`src/rtl/flash_guard_params.svh`:
```
// Register map, field positions, key codes and timing constants of the flash write and lock guard.
`ifndef FLASH_GUARD_PARAMS_SVH
`define FLASH_GUARD_PARAMS_SVH

// ==========================================================
// Register byte offsets
`define FG_OFS_CONTROL       8'h00
`define FG_OFS_KEY           8'h04
`define FG_OFS_RESET_SOURCE  8'h08
`define FG_OFS_WRITE_CYCLES  8'h0c
`define FG_OFS_ERASE_CYCLES  8'h10
`define FG_OFS_STATUS        8'h14

// ==========================================================
// Field positions
`define FG_BIT_WRITE_ENABLE  0
`define FG_BIT_ERASE_ENABLE  1
`define FG_BIT_SUPPLY_SEL    1
`define FG_BIT_FLASH_ERROR   6
`define FG_BIT_BUSY          0
`define FG_BIT_ANY_LOCKED    1
`define FG_LOCK_FIELD_LSB    8
`define FG_PAGE_LSB          9
`define FG_PAGE_MSB          13

// ==========================================================
// Key codes, addresses and values
`define FG_KEY_FIRST         8'ha5
`define FG_KEY_SECOND        8'hf1
`define FG_RESERVED_BASE     16'h3e00
`define FG_LOCK_BYTE_ADDR    16'h3dff
`define FG_ERASED_BYTE       8'hff
`define FG_CONTROL_RESET     1'b0
`define FG_SUPPLY_SEL_RESET  1'b0

// ==========================================================
// Timing
`define FG_CLK_PERIOD_NS     8
`define FG_WRITE_TIME_NS     40000
`define FG_ERASE_TIME_NS     10000000
`define FG_WRITE_CYCLES      ((`FG_WRITE_TIME_NS + `FG_CLK_PERIOD_NS - 1) / `FG_CLK_PERIOD_NS)
`define FG_ERASE_CYCLES      ((`FG_ERASE_TIME_NS + `FG_CLK_PERIOD_NS - 1) / `FG_CLK_PERIOD_NS)

`endif

```
`src/rtl/flash_guard_pkg.sv`:
```
// Types shared by the flash write and lock guard.
package flash_guard_pkg;

	// Unlock state, codes as read back from the key register
	typedef enum logic [1:0] {
		key_locked   = 2'b00,
		key_first    = 2'b01,
		key_unlocked = 2'b10,
		key_disabled = 2'b11
	} key_state_e;

	// Debug port commands
	typedef enum logic [1:0] {
		dbg_read         = 2'b00,
		dbg_write        = 2'b01,
		dbg_page_erase   = 2'b10,
		dbg_device_erase = 2'b11
	} dbg_cmd_e;

	// Operation timer phase
	typedef enum logic {
		timer_idle = 1'b0,
		timer_run  = 1'b1
	} timer_state_e;

endpackage

```
`src/rtl/flash_op_timer.sv`:
```
// Cycle timer that stalls the core for one flash write or erase.
`timescale 1ns/10ps
`default_nettype none

module flash_op_timer #(
	parameter int COUNT_W = 24
) (
	input  wire logic               core_clk,
	input  wire logic               rst_n,
	input  wire logic               ce,
	input  wire logic               start,
	input  wire logic               is_erase,
	input  wire logic [COUNT_W-1:0] write_cycles,
	input  wire logic [COUNT_W-1:0] erase_cycles,
	output logic                    busy
);

	typedef struct packed {
		flash_guard_pkg::timer_state_e state;
		logic [COUNT_W-1:0]            count;
	} timer_s;

	timer_s s_ff;
	timer_s nxt_s;

	// Load the chosen count and run it down; busy stands for exactly that count, or for one cycle when the count is zero
	always_comb begin
		nxt_s = s_ff;
		case (s_ff.state)
			flash_guard_pkg::timer_idle: begin
				if (start) begin
					nxt_s.state = flash_guard_pkg::timer_run;
					nxt_s.count = is_erase ? erase_cycles : write_cycles;
				end
			end
			flash_guard_pkg::timer_run: begin
				if (s_ff.count <= COUNT_W'(1)) begin
					nxt_s.state = flash_guard_pkg::timer_idle;
					nxt_s.count = '0;
				end else begin
					nxt_s.count = s_ff.count - COUNT_W'(1);
				end
			end
			default: begin
				nxt_s = '{state: flash_guard_pkg::timer_idle, count: '0};
			end
		endcase
	end

	// State register, frozen while the clock enable is low
	always_ff @(posedge core_clk or negedge rst_n) begin
		if (!rst_n) begin
			s_ff <= '{state: flash_guard_pkg::timer_idle, count: '0};
		end else if (ce) begin
			s_ff <= nxt_s;
		end
	end

	assign busy = (s_ff.state == flash_guard_pkg::timer_run);

endmodule

`default_nettype wire

```
`src/rtl/flash_write_and_lock_guard.sv`:
```
// Flash unlock, write and erase sequencing with page lock protection and an Avalon-MM register slave.
//
// Implementation choices: the register addresses and the Avalon-MM register port.
`timescale 1ns/10ps
`default_nettype none
`include "flash_guard_params.svh"

module flash_write_and_lock_guard #(
	parameter int COUNT_W      = 24,
	parameter int WRITE_CYCLES = `FG_WRITE_CYCLES,
	parameter int ERASE_CYCLES = `FG_ERASE_CYCLES
) (
	input  wire logic        core_clk,
	input  wire logic        rst_n,
	input  wire logic        ce,
	input  wire logic [7:0]  avs_address,
	input  wire logic        avs_read,
	input  wire logic        avs_write,
	input  wire logic [31:0] avs_writedata,
	input  wire logic [3:0]  avs_byteenable,
	output logic      [31:0] avs_readdata,
	output logic             avs_waitrequest,
	input  wire logic        core_xwr_valid,
	input  wire logic [15:0] core_xwr_addr,
	input  wire logic [7:0]  core_xwr_data,
	input  wire logic        core_xrd_valid,
	input  wire logic [15:0] core_xrd_addr,
	input  wire logic        core_cread_valid,
	input  wire logic [15:0] core_cread_addr,
	input  wire logic [15:0] core_exec_addr,
	input  wire logic [7:0]  lock_byte_value,
	input  wire logic        last_reset_flash_error,
	input  wire logic        supply_monitor_on,
	input  wire logic        dbg_req,
	input  wire logic [1:0]  dbg_cmd,
	input  wire logic [15:0] dbg_addr,
	input  wire logic [7:0]  dbg_wdata,
	output logic             core_stall,
	output logic             irq_hold,
	output logic             ram_we,
	output logic             ram_re,
	output logic      [15:0] ram_addr,
	output logic      [7:0]  ram_wdata,
	output logic             flash_we,
	output logic             flash_erase,
	output logic             flash_mass_erase,
	output logic      [13:0] flash_addr,
	output logic      [7:0]  flash_wdata,
	output logic             flash_error_device_reset,
	output logic             dbg_grant,
	output logic             dbg_ignored
);

	// ==========================================================
	// State

	typedef struct packed {
		logic                        avs_wait;
		logic [31:0]                 avs_rdata;
		logic                        write_enable;
		logic                        erase_enable;
		flash_guard_pkg::key_state_e key;
		logic                        supply_sel;
		logic                        err_flag;
		logic [COUNT_W-1:0]          wr_cycles;
		logic [COUNT_W-1:0]          er_cycles;
		logic [7:0]                  lock_eff;
		logic                        loaded;
		logic                        mon_meta;
		logic                        mon_sync;
		logic                        ram_we;
		logic                        ram_re;
		logic [15:0]                 ram_addr;
		logic [7:0]                  ram_wdata;
		logic                        fl_we;
		logic                        fl_erase;
		logic                        fl_mass;
		logic [13:0]                 fl_addr;
		logic [7:0]                  fl_wdata;
		logic                        err_reset;
		logic                        dbg_grant;
		logic                        dbg_ignored;
	} guard_s;

	localparam guard_s RESET_S = '{
		avs_wait:     1'b1,
		avs_rdata:    32'h0000_0000,
		write_enable: `FG_CONTROL_RESET,
		erase_enable: `FG_CONTROL_RESET,
		key:          flash_guard_pkg::key_locked,
		supply_sel:   `FG_SUPPLY_SEL_RESET,
		err_flag:     1'b0,
		wr_cycles:    COUNT_W'(WRITE_CYCLES),
		er_cycles:    COUNT_W'(ERASE_CYCLES),
		lock_eff:     `FG_ERASED_BYTE,
		loaded:       1'b0,
		mon_meta:     1'b0,
		mon_sync:     1'b0,
		ram_we:       1'b0,
		ram_re:       1'b0,
		ram_addr:     16'h0000,
		ram_wdata:    8'h00,
		fl_we:        1'b0,
		fl_erase:     1'b0,
		fl_mass:      1'b0,
		fl_addr:      14'h0000,
		fl_wdata:     8'h00,
		err_reset:    1'b0,
		dbg_grant:    1'b0,
		dbg_ignored:  1'b0
	};

	guard_s s_ff;
	guard_s nxt_s;
	logic   busy;
	logic   op_start;
	logic   op_is_erase;

	// ==========================================================
	// Helpers

	// Page number of a flash address
	function automatic logic [4:0] page_of(input logic [15:0] addr);
		page_of = addr[`FG_PAGE_MSB:`FG_PAGE_LSB];
	endfunction

	// Reserved page and everything beyond the flash
	function automatic logic is_reserved(input logic [15:0] addr);
		is_reserved = (addr >= `FG_RESERVED_BASE);
	endfunction

	// Page held by the lock: counted pages from zero plus the lock page itself
	function automatic logic page_locked(input logic [15:0] addr, input logic [7:0] lock);
		logic [7:0] count;
		count = ~lock;
		page_locked = ({3'b000, page_of(addr)} < count)
			|| ((lock != `FG_ERASED_BYTE) && (page_of(addr) == page_of(`FG_LOCK_BYTE_ADDR)));
	endfunction

	// Merge a bus write into a word under its byte enables
	function automatic logic [31:0] merge_be(input logic [31:0] old, input logic [31:0] wdata,
		input logic [3:0] be);
		logic [31:0] res;
		res = old;
		for (int i = 0; i < 4; i++) begin
			if (be[i]) begin
				res[i*8 +: 8] = wdata[i*8 +: 8];
			end
		end
		merge_be = res;
	endfunction

	// ==========================================================
	// Next state

	always_comb begin
		logic        any_locked;
		logic        exec_locked;
		logic        tgt_locked;
		logic        deny;
		logic        bus_take;
		logic [31:0] rd;
		logic [31:0] wide;
		any_locked  = (s_ff.lock_eff != `FG_ERASED_BYTE);
		exec_locked = page_locked(core_exec_addr, s_ff.lock_eff);
		tgt_locked  = page_locked(core_xwr_addr, s_ff.lock_eff);
		deny        = 1'b0;
		rd          = 32'h0000_0000;
		wide        = 32'h0000_0000;
		bus_take    = avs_write && !s_ff.avs_wait;
		op_start    = 1'b0;
		op_is_erase = 1'b0;
		nxt_s       = s_ff;

		nxt_s.ram_we      = 1'b0;
		nxt_s.ram_re      = 1'b0;
		nxt_s.fl_we       = 1'b0;
		nxt_s.fl_erase    = 1'b0;
		nxt_s.fl_mass     = 1'b0;
		nxt_s.err_reset   = 1'b0;
		nxt_s.dbg_grant   = 1'b0;
		nxt_s.dbg_ignored = 1'b0;

		// Supply monitor status crosses in through two flops
		nxt_s.mon_meta = supply_monitor_on;
		nxt_s.mon_sync = s_ff.mon_meta;

		// Lock byte and error cause are caught once, in the first cycle after reset release
		if (!s_ff.loaded) begin
			nxt_s.loaded   = 1'b1;
			nxt_s.lock_eff = lock_byte_value;
			nxt_s.err_flag = last_reset_flash_error;
		end

		// Read mux
		case (avs_address)
			`FG_OFS_CONTROL: begin
				rd[`FG_BIT_WRITE_ENABLE] = s_ff.write_enable;
				rd[`FG_BIT_ERASE_ENABLE] = s_ff.erase_enable;
			end
			`FG_OFS_KEY:          rd[1:0] = s_ff.key;
			`FG_OFS_RESET_SOURCE: begin
				rd[`FG_BIT_SUPPLY_SEL]  = s_ff.supply_sel;
				rd[`FG_BIT_FLASH_ERROR] = s_ff.err_flag;
			end
			`FG_OFS_WRITE_CYCLES: rd[COUNT_W-1:0] = s_ff.wr_cycles;
			`FG_OFS_ERASE_CYCLES: rd[COUNT_W-1:0] = s_ff.er_cycles;
			`FG_OFS_STATUS: begin
				rd[`FG_BIT_BUSY]                    = busy;
				rd[`FG_BIT_ANY_LOCKED]              = any_locked;
				rd[`FG_LOCK_FIELD_LSB +: 8]         = s_ff.lock_eff;
			end
			default: rd = 32'h0000_0000;
		endcase

		// Bus handshake: one wait cycle, then waitrequest low for one cycle
		if ((avs_read || avs_write) && s_ff.avs_wait) begin
			nxt_s.avs_wait  = 1'b0;
			nxt_s.avs_rdata = rd;
		end else if (!s_ff.avs_wait) begin
			nxt_s.avs_wait = 1'b1;
		end

		// Register writes take effect on the edge where waitrequest is low
		if (bus_take) begin
			case (avs_address)
				`FG_OFS_CONTROL: begin
					if (avs_byteenable[0]) begin
						nxt_s.write_enable = avs_writedata[`FG_BIT_WRITE_ENABLE];
						nxt_s.erase_enable = avs_writedata[`FG_BIT_ERASE_ENABLE];
					end
				end
				`FG_OFS_KEY: begin
					if (avs_byteenable[0]) begin
						// Key sequence; any deviation disables flash until reset
						case (s_ff.key)
							flash_guard_pkg::key_locked:
								nxt_s.key = (avs_writedata[7:0] == `FG_KEY_FIRST) ?
									flash_guard_pkg::key_first : flash_guard_pkg::key_disabled;
							flash_guard_pkg::key_first:
								nxt_s.key = (avs_writedata[7:0] == `FG_KEY_SECOND) ?
									flash_guard_pkg::key_unlocked : flash_guard_pkg::key_disabled;
							default: nxt_s.key = flash_guard_pkg::key_disabled;
						endcase
					end
				end
				`FG_OFS_RESET_SOURCE: begin
					if (avs_byteenable[0]) begin
						nxt_s.supply_sel = avs_writedata[`FG_BIT_SUPPLY_SEL];
					end
				end
				`FG_OFS_WRITE_CYCLES: begin
					wide            = merge_be({{(32-COUNT_W){1'b0}}, s_ff.wr_cycles}, avs_writedata, avs_byteenable);
					nxt_s.wr_cycles = wide[COUNT_W-1:0];
				end
				`FG_OFS_ERASE_CYCLES: begin
					wide            = merge_be({{(32-COUNT_W){1'b0}}, s_ff.er_cycles}, avs_writedata, avs_byteenable);
					nxt_s.er_cycles = wide[COUNT_W-1:0];
				end
				default: ;
			endcase
		end

		// Program-memory reads by firmware are checked for protection
		if (core_cread_valid && !busy) begin
			if (is_reserved(core_cread_addr)) begin
				deny = 1'b1;
			end else if (page_locked(core_cread_addr, s_ff.lock_eff) && !exec_locked) begin
				deny = 1'b1;
			end
		end

		// External-move traffic
		if (core_xwr_valid && !busy) begin
			if (!s_ff.write_enable) begin
				nxt_s.ram_we    = 1'b1;
				nxt_s.ram_addr  = core_xwr_addr;
				nxt_s.ram_wdata = core_xwr_data;
			end else if (!s_ff.mon_sync || !s_ff.supply_sel) begin
				deny = 1'b1;
			end else if (is_reserved(core_xwr_addr)) begin
				deny = 1'b1;
			end else if (s_ff.erase_enable
				&& (page_of(core_xwr_addr) == page_of(`FG_LOCK_BYTE_ADDR))) begin
				deny = 1'b1;
			end else if (!s_ff.erase_enable && any_locked && (core_xwr_addr == `FG_LOCK_BYTE_ADDR)) begin
				deny = 1'b1;
			end else if (tgt_locked && !exec_locked) begin
				deny = 1'b1;
			end else if (s_ff.key != flash_guard_pkg::key_unlocked) begin
				nxt_s.key = flash_guard_pkg::key_disabled;
			end else begin
				// Permitted; exec_locked firmware may reach locked pages here
				op_start       = 1'b1;
				op_is_erase    = s_ff.erase_enable;
				nxt_s.fl_we    = !s_ff.erase_enable;
				nxt_s.fl_erase = s_ff.erase_enable;
				nxt_s.fl_addr  = core_xwr_addr[13:0];
				nxt_s.fl_wdata = s_ff.erase_enable ? `FG_ERASED_BYTE : core_xwr_data;
				nxt_s.key      = flash_guard_pkg::key_locked;
			end
		end else if (core_xrd_valid) begin
			nxt_s.ram_re   = 1'b1;
			nxt_s.ram_addr = core_xrd_addr;
		end

		// A denied firmware access is dropped and a flash-error reset requested
		if (deny) begin
			nxt_s.err_reset = 1'b1;
		end

		// Debug port: prohibited or colliding requests are dropped without reset
		if (dbg_req) begin
			if (busy || op_start || core_xwr_valid) begin
				nxt_s.dbg_ignored = 1'b1;
			end else if (dbg_cmd == flash_guard_pkg::dbg_device_erase) begin
				op_start         = 1'b1;
				op_is_erase      = 1'b1;
				nxt_s.fl_mass    = 1'b1;
				nxt_s.dbg_grant  = 1'b1;
			end else if (is_reserved(dbg_addr) || page_locked(dbg_addr, s_ff.lock_eff)) begin
				nxt_s.dbg_ignored = 1'b1;
			end else begin
				nxt_s.dbg_grant = 1'b1;
				nxt_s.fl_addr   = dbg_addr[13:0];
				case (dbg_cmd)
					flash_guard_pkg::dbg_write: begin
						op_start       = 1'b1;
						nxt_s.fl_we    = 1'b1;
						nxt_s.fl_wdata = dbg_wdata;
					end
					flash_guard_pkg::dbg_page_erase: begin
						op_start       = 1'b1;
						op_is_erase    = 1'b1;
						nxt_s.fl_erase = 1'b1;
						nxt_s.fl_wdata = `FG_ERASED_BYTE;
					end
					default: ;
				endcase
			end
		end
	end

	// ==========================================================
	// Registers

	// Whole block state, frozen while the clock enable is low
	always_ff @(posedge core_clk or negedge rst_n) begin
		if (!rst_n) begin
			s_ff <= RESET_S;
		end else if (ce) begin
			s_ff <= nxt_s;
		end
	end

	// ==========================================================
	// Operation timer

	// Stalls the core for the programmed count
	flash_op_timer #(
		.COUNT_W (COUNT_W)
	) u_timer (
		.core_clk     (core_clk),
		.rst_n        (rst_n),
		.ce           (ce),
		.start        (op_start),
		.is_erase     (op_is_erase),
		.write_cycles (s_ff.wr_cycles),
		.erase_cycles (s_ff.er_cycles),
		.busy         (busy)
	);

	// ==========================================================
	// Outputs

	// All outputs come straight from flops
	assign avs_readdata             = s_ff.avs_rdata;
	assign avs_waitrequest          = s_ff.avs_wait;
	assign core_stall               = busy;
	assign irq_hold                 = busy;
	assign ram_we                   = s_ff.ram_we;
	assign ram_re                   = s_ff.ram_re;
	assign ram_addr                 = s_ff.ram_addr;
	assign ram_wdata                = s_ff.ram_wdata;
	assign flash_we                 = s_ff.fl_we;
	assign flash_erase              = s_ff.fl_erase;
	assign flash_mass_erase         = s_ff.fl_mass;
	assign flash_addr               = s_ff.fl_addr;
	assign flash_wdata              = s_ff.fl_wdata;
	assign flash_error_device_reset = s_ff.err_reset;
	assign dbg_grant                = s_ff.dbg_grant;
	assign dbg_ignored              = s_ff.dbg_ignored;

endmodule

`default_nettype wire

```
`config.mk`:
```
export PLATFORM = sky130hd
export DESIGN_NAME = flash_write_and_lock_guard
export DESIGN_NICKNAME = d
export VERILOG_FILES = /design/src/rtl/flash_guard_pkg.sv /design/src/rtl/flash_op_timer.sv /design/src/rtl/flash_write_and_lock_guard.sv
export VERILOG_INCLUDE_DIRS = /design/src /design/src/rtl
export SDC_FILE = /design/constraint.sdc
export NUM_CORES = 1
export LEC_CHECK = 0
export ABC_AREA = 1
export BUFFER_PORTS_ARGS = -buffer_cell sky130_fd_sc_hd__buf_2
export CELL_PAD_IN_SITES_DETAIL_PLACEMENT = 0
export CELL_PAD_IN_SITES_GLOBAL_PLACEMENT = 2
export CORE_MARGIN = 2
export CORE_UTILIZATION = 31
export CTS_BUF_LIST = sky130_fd_sc_hd__clkbuf_8
export CTS_CLUSTER_DIAMETER = 200
export DETAILED_ROUTE_END_ITERATION = 7
export PLACE_DENSITY_LB_ADDON = 0.1
export SYNTH_ARGS = -nofsm -noshare
export SYNTH_HDL_FRONTEND = slang
export SYNTH_SLANG_ARGS = --single-unit
export TNS_END_PERCENT = 20
```
`constraint.sdc`:
```
create_clock -name core_clk -period 2.6 [get_ports core_clk]
set_input_delay 0.52 -clock core_clk [delete_from_list [all_inputs] [get_ports core_clk]]
set_output_delay 0.52 -clock core_clk [all_outputs]
set_load 0.005 [all_outputs]
```
**After elaboration in Yosys (flattened, before gate mapping)**

Index checks and enable logic that the tools add are counted.

- Register bits after elaboration: 169
- Bits in latches: 0
- Bits in writable memories: 0
- Bits in read-only memories: 0
- Input bits: 161
- Word-level logic and storage cells: 215
- Memories: 0

- $add $sub $neg: 1
- Multipliers: 0
- Divide/modulo/power cells: 0
- Magnitude comparators: 8
- Eq/ne operators: 20
- Shifts and indexed selects: 0
- Mux-type cells: 106
- Bitwise operators: 4
- Reduce and logical (&&, ||, !) cells: 45

Operators by type and width:

| operator | number |
|---|---|
| 22-bit two-way mux | 10 |
| 25-bit two-way mux | 3 |
| 24-bit two-way mux | 3 |
| 1-bit two-way mux | 54 |
| 25-bit case mux with 2 select lines | 1 |
| 16-bit by 14-bit greater-or-equal comparator with 1-bit output (second input constant) | 3 |
| 2-bit two-way mux | 22 |
| 5-bit by 8-bit < comparator with 1-bit output | 4 |
| 8-bit case mux with 2 select lines | 2 |
| 4-bit AND reduction | 8 |
| 24-bit by 1-bit <= comparator with 1-bit output (second input constant) | 1 |
| 8-bit case mux with 3 select lines | 1 |
| 24-bit by 1-bit subtractor with 24-bit output (second input constant) | 1 |
| 5-bit == test (second input constant) | 4 |
| 17-bit two-way mux | 1 |
| 16-bit by 14-bit == test with 1-bit output (second input constant) | 1 |
| 8-bit by 4-bit == test with 1-bit output (second input constant) | 2 |
| 8-bit by 5-bit == test with 1-bit output (second input constant) | 2 |
| 8-bit == test (second input constant) | 2 |
| 16-bit two-way mux | 1 |
| 1-bit logical AND | 13 |
| 1-bit logical OR | 9 |
| 8-bit by 3-bit == test with 1-bit output (second input constant) | 1 |
| 8-bit logical NOT | 1 |
| 20 further kinds | 34 |

**Logic depth before layout (Yosys ltp)**

Gate-level depths: netlist of the first run.

- Depth in word-level cells: 20
- Mapped depth: 17

**By module**

From an unflattened synthesis of the first run, not the netlist that was laid out.

- Cell total of the unflattened synthesis: 1408
- Area, all modules: 10323.7 um^2

Modules (own cells, without submodules):

| module | instances | cells an instance | area an instance (um^2) | sequential area each (um^2) |
|---|---|---|---|---|
| flash_write_and_lock_guard | 1 | 1049 | 8159.1 | 3631.0 |
| flash_op_timer | 1 | 359 | 2164.6 | 625.6 |

**Least setup slack after synthesis of the first run**

No wires, ideal clock.

- Path type: input -> register
- Start point: input core_exec_addr[12]
- End point: register s_ff, in the netlist flash_addr[10]
- Arrival time: 1.961 ns
- Slack: 0.515 ns
- Stages: 12
- Cell sequence: ha_1 -> a21oi_1 -> nand2_1 -> nand2_1 -> a21oi_4 -> nand2_2 -> nand3_2 -> nor2_2 -> nand2_2 -> buf_4 -> a21oi_1 -> o21ai_1

- Word-level cells in the longest chain between the ends: 16

Ends and longest elaborated chain:

| element | RTL line | source |
|---|---|---|
| from (decl) | flash_write_and_lock_guard.sv:30 | `input wire logic [15:0] core_exec_addr,` |
| parallel branches: the longest is 2 deep, another holds 5-bit by 8-bit < comparator with 1-bit output | -- |  |
| 1-bit logical OR * | flash_write_and_lock_guard.sv:136 | `page_locked = ({3'b000, page_of(addr)} < count)` |
| 1-bit logical NOT * | flash_write_and_lock_guard.sv:288 | `end else if (tgt_locked && !exec_locked) begin` |
| 1-bit logical AND * | flash_write_and_lock_guard.sv:288 |  |
| 22-bit two-way mux / 1-bit two-way mux (equally long branches) | flash_write_and_lock_guard.sv:288 |  |
| 22-bit two-way mux / 1-bit two-way mux (equally long branches) | flash_write_and_lock_guard.sv:286 | `` end else if (!s_ff.erase_enable && any_locked && (core_xwr_addr == `FG_LOCK_BYTE_ADDR)) begin `` |
| 22-bit two-way mux / 1-bit two-way mux (equally long branches) | flash_write_and_lock_guard.sv:283 | `end else if (s_ff.erase_enable` |
| 22-bit two-way mux / 1-bit two-way mux (equally long branches) | flash_write_and_lock_guard.sv:281 | `end else if (is_reserved(core_xwr_addr)) begin` |
| 22-bit two-way mux / 1-bit two-way mux (equally long branches) | flash_write_and_lock_guard.sv:279 | `end else if (!s_ff.mon_sync \|\| !s_ff.supply_sel) begin` |
| 22-bit two-way mux / 1-bit two-way mux (equally long branches) | flash_write_and_lock_guard.sv:275 | `if (!s_ff.write_enable) begin` |
| 22-bit two-way mux / 1-bit two-way mux (equally long branches) | flash_write_and_lock_guard.sv:274 | `if (core_xwr_valid && !busy) begin` |
| 22-bit two-way mux / 1-bit logical OR (equally long branches) | flash_write_and_lock_guard.sv:321, flash_write_and_lock_guard.sv:314 |  |
| 22-bit two-way mux / 1-bit logical OR (equally long branches) | flash_write_and_lock_guard.sv:316, flash_write_and_lock_guard.sv:314 |  |
| 25-bit two-way mux | flash_write_and_lock_guard.sv:314 | `if (busy \|\| op_start \|\| core_xwr_valid) begin` |
| 25-bit two-way mux * | flash_write_and_lock_guard.sv:313 | `if (dbg_req) begin` |
| to (signal assigned) | flash_write_and_lock_guard.sv:352 | `s_ff <= nxt_s;` |
| to (decl) | flash_write_and_lock_guard.sv:113 | `guard_s s_ff;` |

Mark *: on every way between the ends.
A chain may end at the register's enable or synchronous reset.

**Worst setup path in the final report of the first run**

- Start point: register s_ff[58] in the netlist's numbering
- End point: register u_timer.s_ff[6] in the netlist's numbering

- Word-level cells in the longest chain between the ends: 20

Ends and longest elaborated chain:

| element | RTL line | source |
|---|---|---|
| 8-bit inverter / 8-bit inequality test (equally long branches) | -- |  |
| 5-bit by 8-bit < comparator with 1-bit output / 1-bit logical AND (equally long branches) | flash_write_and_lock_guard.sv:136, flash_write_and_lock_guard.sv:137 |  |
| 1-bit logical OR | flash_write_and_lock_guard.sv:136 |  |
| 1-bit logical NOT | flash_write_and_lock_guard.sv:288 |  |
| 1-bit logical AND | flash_write_and_lock_guard.sv:288 |  |
| 1-bit two-way mux | flash_write_and_lock_guard.sv:288 |  |
| 1-bit two-way mux | flash_write_and_lock_guard.sv:286 |  |
| 1-bit two-way mux | flash_write_and_lock_guard.sv:283 |  |
| [4 not listed] | -- |  |
| 1-bit two-way mux | flash_write_and_lock_guard.sv:326 | `case (dbg_cmd)` |
| 1-bit two-way mux | flash_write_and_lock_guard.sv:321 | `end else if (is_reserved(dbg_addr) \|\| page_locked(dbg_addr, s_ff.lock_eff)) begin` |
| 1-bit two-way mux | flash_write_and_lock_guard.sv:316 | `end else if (dbg_cmd == flash_guard_pkg::dbg_device_erase) begin` |
| 1-bit two-way mux | flash_write_and_lock_guard.sv:314 |  |
| 1-bit two-way mux | flash_write_and_lock_guard.sv:313 |  |
| 24-bit two-way mux | flash_op_timer.sv:33 | `nxt_s.count = is_erase ? erase_cycles : write_cycles;` |
| 25-bit two-way mux | flash_op_timer.sv:31 | `if (start) begin` |
| 25-bit case mux with 2 select lines | flash_op_timer.sv:29 | `case (s_ff.state)` |
| to (signal assigned) | flash_op_timer.sv:53 | `s_ff <= '{state: flash_guard_pkg::timer_idle, count: '0};` |
| to (signal assigned) | flash_op_timer.sv:55 | `s_ff <= nxt_s;` |
| to (decl) | flash_op_timer.sv:23 | `timer_s s_ff;` |

Several ways; a longest one is shown, not always the timed one. The select of a mux whose other input is x is not followed.

==> out/qor.txt, run 1 <==
Synth Flop Type: dfrtp_1
Hold Worst Slack: 0.242 ns
Post-Layout Cell Count: 1975
M1 WL: 17300 um
CP required: 2.97 ns
Final min period: 2.49 ns
P_leak: 6.01 nW
diodes inserted: 0
endpoints failing hold: 0
clock slew at reported path FFs: 0.11 ns
Worst Hold Class: input port to flip-flop
global route total overflow: 0
#FFs+latches synth: 169
number of CTS-inserted buffers: 17
Tcrit/Tclk final: 95.7%
drc violations: 0
top post-synthesis cells by count: nand2_1, inv_1, dfrtp_1
Placer Congestion: 0.806
largest net degree at the start of global routing: 44
via count: 9322
DRT Wirelength: 34500 um
Critical Path End Type: flip-flop
Port Buffers: 212
CTS tree: yes
crit path from: s_ff[58]$_DFFE_PN1P_
1st-iter DRT viols: 531
core area: 32500 um2
CTS H-Tree Depth: 4
clock sinks: 169
placement row count: 66
Vias/cell: 4.72
crit path kind: flip-flop to flip-flop
HPWL after DPL: 25400 um
layout cells sized above 1: 26.5%
Die Span X: 185 um
DRT antenna net count: 0
average routed wire per standard cell: 17.4 um
number of global-route vias before repair: 9042
Unique masters post-synth: 53
Max VDD drop: 0.346 mV
post-synthesis sequential area ratio: 41.7%
Highest Clock Rate: 402 MHz
Final Max Slew Viols: 0
metal2 WL: 15700 um
Worst R2R Setup Slack: 0.11 ns
first-pass GRT wire length: 52500 um
Die Span Y: 185 um
synth top area cells: dfrtp_1, nand2_1, buf_4, dfstp_2, inv_1
area leader, netlist: dfrtp_1
reg2reg path depth: 14
Syn Std Cell Area: 10200 um2
RSZ-0062 raised after global routing: yes
top sig layer: met4
placed insts: 1937
Power Dens Cells: 568 nW/um2
r2r endpoint: u_timer.s_ff[6]$_DFFE_PN0P_
Slew HR: 44.9%
top-count cell post-synth: nand2_1
clk_lat worst skew: 0.49 ns
run status: finished clean
Max Cap Viol: 0
R2R Path Start: s_ff[58]$_DFFE_PN1P_
Synth async-reset ratio: 100%
TNS Setup: 0 ns
Synthesis Warnings: 0
crit path to: u_timer.s_ff[6]$_DFFE_PN0P_
number of synthesized flops with an enable pin: 0
worst setup margin: 0.111 ns
number of antenna violations at the first check in global routing: 0
Worst Max-Slew Pin Slew: 0.819 ns
starting density of the core: 31.4%
drt first pass iters: 5
Layout Skew: 0.0186 ns
DP Worst Slack: -0.0736 ns
final total power: 0.00692 W
startpoint types: flip-flop
Root Driver: clkbuf_8
fin nets: 1702
Cells after Synth: 1337
GRT Total Usage: 20.1%
Clock Path Buffers: 2
CP arrival: 2.86 ns
met3 wire length: 1210 um
final setup violation count: 0
largest fanout on the critical path: 12
syn_area_per_cell: 7.63 um2
area grow syn2layout: 19.5%
die area: 34400 um2
# IOs: 250
Synth top area share: 36.1%
registers in the layout, summed over array words and instances, names as in the netlist:
signal                    count
dbg_grant                     1
ram_wdata                     8
flash_wdata                   8
ram_we                        1
u_timer.s_ff                 24
dbg_ignored                   1
flash_mass_erase              1
flash_we                      1
avs_waitrequest               1
avs_readdata                 24
flash_addr                   14
u_timer.busy                  1
s_ff                         64
nxt_s                         1
flash_erase                   1
ram_addr                     16
ram_re                        1
flash_error_device_reset      1
layout by cell type, fill, tap and decap left out, drive strengths merged, types with 2 or more instances in the layout:
| master | synthesis | final |
|---|---|---|
| nand2 | 300 | 300 |
| buf | 102 | 285 |
| inv | 153 | 166 |
| dfrtp | 147 | 147 |
| nor2 | 121 | 121 |
| o21ai | 119 | 119 |
| nand3 | 98 | 98 |
| a21oi | 95 | 95 |
| o22ai | 22 | 22 |
| dfstp | 22 | 22 |
| ha | 21 | 21 |
| a31oi | 18 | 18 |
| clkbuf | 29 | 17 |
| nand4 | 17 | 17 |
| nor3 | 16 | 16 |
| mux2 | 15 | 15 |
| xor2 | 9 | 9 |
| conb | 1 | 8 |
| xnor2 | 7 | 7 |
| o21bai | 2 | 4 |
| a211oi | 3 | 3 |
| a221oi | 3 | 3 |
| clkinv | 2 | 2 |
| nor3b | 2 | 2 |
| nor4 | 2 | 2 |
| o211ai | 2 | 2 |
| or2 | 2 | 2 |
per-stage QoR:
step,area (um2),util (%)
4_1_cts,12100,37.2
5_1_grt,12200,37.6
3_5_place_dp,11600,35.9
3_3_place_gp,11600,35.9
6_report,12200,37.6
2_1_floorplan,10200,-
worst max-delay path, cell delays in order, from the launching register on:
cell and delay (ns):
dfstp_2 0.62, ha_1 0.25, o21ai_0 0.07, nand2_1 0.07, nand2_1 0.05, nand2_1 0.06
nand2_1 0.10, a21oi_4 0.07, nand2_2 0.11, nand4_4 0.12, buf_12 0.17, o21bai_4 0.39
nand2_1 0.10, nand3_1 0.13, a21oi_2 0.06
layer usage:
metal	vias to the layer above	GRT usage, %
met3	13	2.52
met1	4445	29.7
met5	-	0
li1	4656	-
met2	208	31.7
met4	0	3.81
final cells by class:
| type | count | area [um2] |
|---|---|---|
| repair buffers | 286 | 1770 |
| clock buffers | 17 | 234 |
| inverters | 155 | 584 |
| multi-input cells | 891 | 4630 |
| well taps | 442 | 553 |
| fillers | 3543 | 20300 |
| clock inverters | 15 | 164 |
| flip-flops and latches | 169 | 4260 |
worst min-delay path by stage:
stage / start / endpoint / slack (ns) / cells past startpoint
after CTS: supply_monitor_on / nxt_s[54]$_DFFE_PN0P_ / 0.20 / 3
after global placement: s_ff[56]$_DFFE_PN0P_ / s_ff[56]$_DFFE_PN0P_ / 0.43 / 2
after detailed placement: s_ff[56]$_DFFE_PN0P_ / s_ff[56]$_DFFE_PN0P_ / 0.44 / 2
after floorplan: rst_n / avs_readdata[0]$_DFFE_PN0P_ / 0.22 / 0
final: supply_monitor_on / nxt_s[54]$_DFFE_PN0P_ / 0.24 / 3
after global routing: supply_monitor_on / nxt_s[54]$_DFFE_PN0P_ / 0.22 / 3
repair_timing:
action,CTS,global route
hold buffers,1,0
gates cloned,0,2
gates resized for setup,2,15
buffers inserted,0,3
pin swaps,0,3
endpoints found under the setup margin,2,42
hold endpoints to repair,32,0
kinds of logic after synthesis:
kind of cell | after synthesis | synth area share, %
simple gates | 560 | 23.8
buf+inv | 286 | 14.1
compound gates | 268 | 14.7
flops | 169 | 41.7
fa+ha+maj | 21 | 2.58
xor+xnor | 16 | 1.37
mux | 16 | 1.75
other cells | 1 | 0.0368
report_power, final:
part,switching [W],total (W),internal [W]
clock,0.00119,0.00201,0.000815
combinational,0.000928,0.00162,0.000695
sequential,0.000331,0.00329,0.00296
total,0.00245,0.00692,0.00447
No activity file was read; power rests on OpenSTA's default activity.
==> run 2, diff against run 1 <==
--- a/config.mk
+++ b/config.mk
@@ -15,7 +15,7 @@
 export CTS_BUF_LIST = sky130_fd_sc_hd__clkbuf_8
 export CTS_CLUSTER_DIAMETER = 200
 export DETAILED_ROUTE_END_ITERATION = 7
-export PLACE_DENSITY_LB_ADDON = 0.1
+export PLACE_DENSITY = 0.93
 export SYNTH_ARGS = -nofsm -noshare
 export SYNTH_HDL_FRONTEND = slang
 export SYNTH_SLANG_ARGS = --single-unit
==> run 2 against run 1 <==
Compared with the run above: sequential share of layout area up 0.95 points; first-iteration DRC count up 36%; fmax increased by 4.3%; highest routed layer unchanged.
==> out/qor.txt, run 2 (synthesis gave the netlist of run 1 again) <==
Worst Max-Slew Pin Slew: 0.626 ns (-0.193 ns)
CP arrival: 2.78 ns (-0.08 ns)
crit path kind: flip-flop to flip-flop
clock slew at reported path FFs: 0.10 ns (about the same)
largest fanout on the critical path: 25 (+13)
Max VDD drop: 0.359 mV (+3.7%)
Power Dens Cells: 570 nW/um2 (+0.35%)
Critical Path End Type: flip-flop
# IOs: 250 (unchanged)
Clock Path Buffers: 2 (unchanged)
Final min period: 2.38 ns (-0.104 ns)
clock sinks: 169 (unchanged)
HPWL after DPL: 23300 um (-8.6%)
Final Max Slew Viols: 0 (unchanged)
drc violations: 0 (unchanged)
placement row count: 66 (unchanged)
area occupied by multi-input gates: 4550 um2 (-1.7%)
average routed wire per standard cell: 16.0 um (-8.4%)
P_leak: 5.85 nW (-2.8%)
Worst Hold Class: input port to flip-flop
drt first pass iters: 7 (+2)
CTS H-Tree Depth: 4 (unchanged)
core area: 32500 um2 (unchanged)
Die Span Y: 185 um (unchanged)
die area: 34400 um2 (unchanged)
endpoints failing hold: 0 (unchanged)
Highest Clock Rate: 419 MHz (+4.3%)
CP required: 3.00 ns (+0.03 ns)
starting density of the core: 31.4% (unchanged)
1st-iter DRT viols: 723 (+36%)
Port Buffers: 212 (unchanged)
layout cells sized above 1: 24.4% (-2.2 points)
Root Driver: clkbuf_8
clk_lat worst skew: 0.48 ns (about the same)
area grow syn2layout: 16.4%
DRT Wirelength: 31100 um (-9.7%)
commonest non-fill, non-tap cells in the layout: nand2_1, buf_2, inv_1
Max Cap Viol: 0 (unchanged)
run status: finished clean
number of antenna violations at the first check in global routing: 3 (+3)
GRT Total Usage: 18.3% (-1.9 points)
Top reg by flops: s_ff
via count: 9170 (-1.6%)
fillers: 3495 (-1.4%)
largest net degree at the start of global routing: 99 (+130%)
Reg area: 4260 um2 (unchanged)
Hold Worst Slack: 0.267 ns (+0.0251 ns)
Placer Congestion: 0.839 (+4.0%)
Tcrit/Tclk final: 91.7% (-4.0 points)
number of CTS-inserted buffers: 17 (unchanged)
Largest register FFs: 64 (unchanged)
CTS tree: yes
startpoint types: flip-flop
commonest non-fill, non-tap cell in the layout: nand2_1
Die Span X: 185 um (unchanged)
Slew HR: 58.1% (+13 points)
Worst R2R Setup Slack: 0.22 ns (+0.10 ns)
Layout Skew: 0.0149 ns (-0.00365 ns)
final setup violation count: 0 (unchanged)
TNS Setup: 0 ns (unchanged)
first-pass GRT wire length: 48100 um (-8.4%)
global route total overflow: 0 (unchanged)
RSZ-0062 raised after global routing: no
number of global-route vias before repair: 8621 (-4.7%)
fin nets: 1670 (-1.9%)
DRT antenna net count: 0 (unchanged)
Vias/cell: 4.71 (-0.16%)
==> run 2: changes by cell type in the layout (fill, tap and decap cells not counted), sizes merged <==
cell,change
clkinvlp,+2
clkbuf,+2
buf,-30
inv,-8
clkinv,+4
o21bai,-2
diode,+3
==> run 2: worst paths after layout <==
path,startpoint,end,depth (start not counted)
worst min-delay path,lock_byte_value[1],s_ff[58]$_DFFE_PN1P_,2
min in group asynchronous,rst_n,s_ff[116]$_DFFE_PN0P_,2
worst max register to register,s_ff[60]$_DFFE_PN1P_,u_timer.s_ff[21]$_DFFE_PN0P_,12
max in group asynchronous,rst_n,s_ff[85]$_DFFE_PN1P_,3
worst min register to register,s_ff[56]$_DFFE_PN0P_,s_ff[56]$_DFFE_PN0P_,2
worst max-delay path,s_ff[60]$_DFFE_PN1P_,u_timer.s_ff[21]$_DFFE_PN0P_,12
==> run 2: metal layers <==
layer  track usage [%]  vias up  part of all wire (%)
met4              5.40        0                   1.6
met3              2.85       29                   4.8
met1              25.3     4290                    47
li1                  -     4594                     -
met2              29.2      257                    46
met5                 0        -                     0
==> run 2: power by group <==
| part | leakage (nW) | switching (W) | internal (W) |
|---|---|---|---|
| sequential | 2.14 | 0.000326 | 0.00296 |
| combinational | 3.52 | 0.000884 | 0.000664 |
| clock | 0.193 | 0.00109 | 0.000835 |
==> run 2: what timing repair did <==
item	CTS	global route
endpoints found under the setup margin	0	30
hold buffers	1	0
endpoints found under the hold margin	16	0
resized for setup	0	4
setup buffers	0	2
==> run 2: stage by stage <==
step                      setup WS [ns]  utilization, %  cells  total power, W  cell area (um2)
after global placement            0.150            35.2   1908         0.00485            11400
after detailed placement          0.130            35.2   1908         0.00488            11400
after floorplan                   0.515               -   1344         0.00442            10200
after CTS                         0.120            36.4   1941         0.00683            11800
after global routing            0.00161            36.6   1946         0.00719            11900
final                             0.215            36.6   1946         0.00676            11900
==> run 2: cell type report <==
class / instances / area share, %
Multi-Input combinational cell: 889 / 38.4
Sequential cell: 169 / 35.9
Timing Repair Buffer: 256 / 12.7
Inverter: 155 / 4.95
Tap cell: 442 / 4.66
Clock buffer: 19 / 2.20
Clock inverter: 13 / 1.15
Antenna cell: 3 / 0.0633
==> run 2: worst max-delay path, cell delays in order (launching register included) <==
cell	delay [ns]
dfstp_2	0.64
ha_1	0.27
a21oi_1	0.16
nand2_1	0.07
nand2_1	0.09
a21oi_4	0.07
buf_4	0.15
a21oi_4	0.15
nand4_2	0.12
buf_12	0.19
nand3_1	0.08
nand3_1	0.13
a21oi_1	0.17
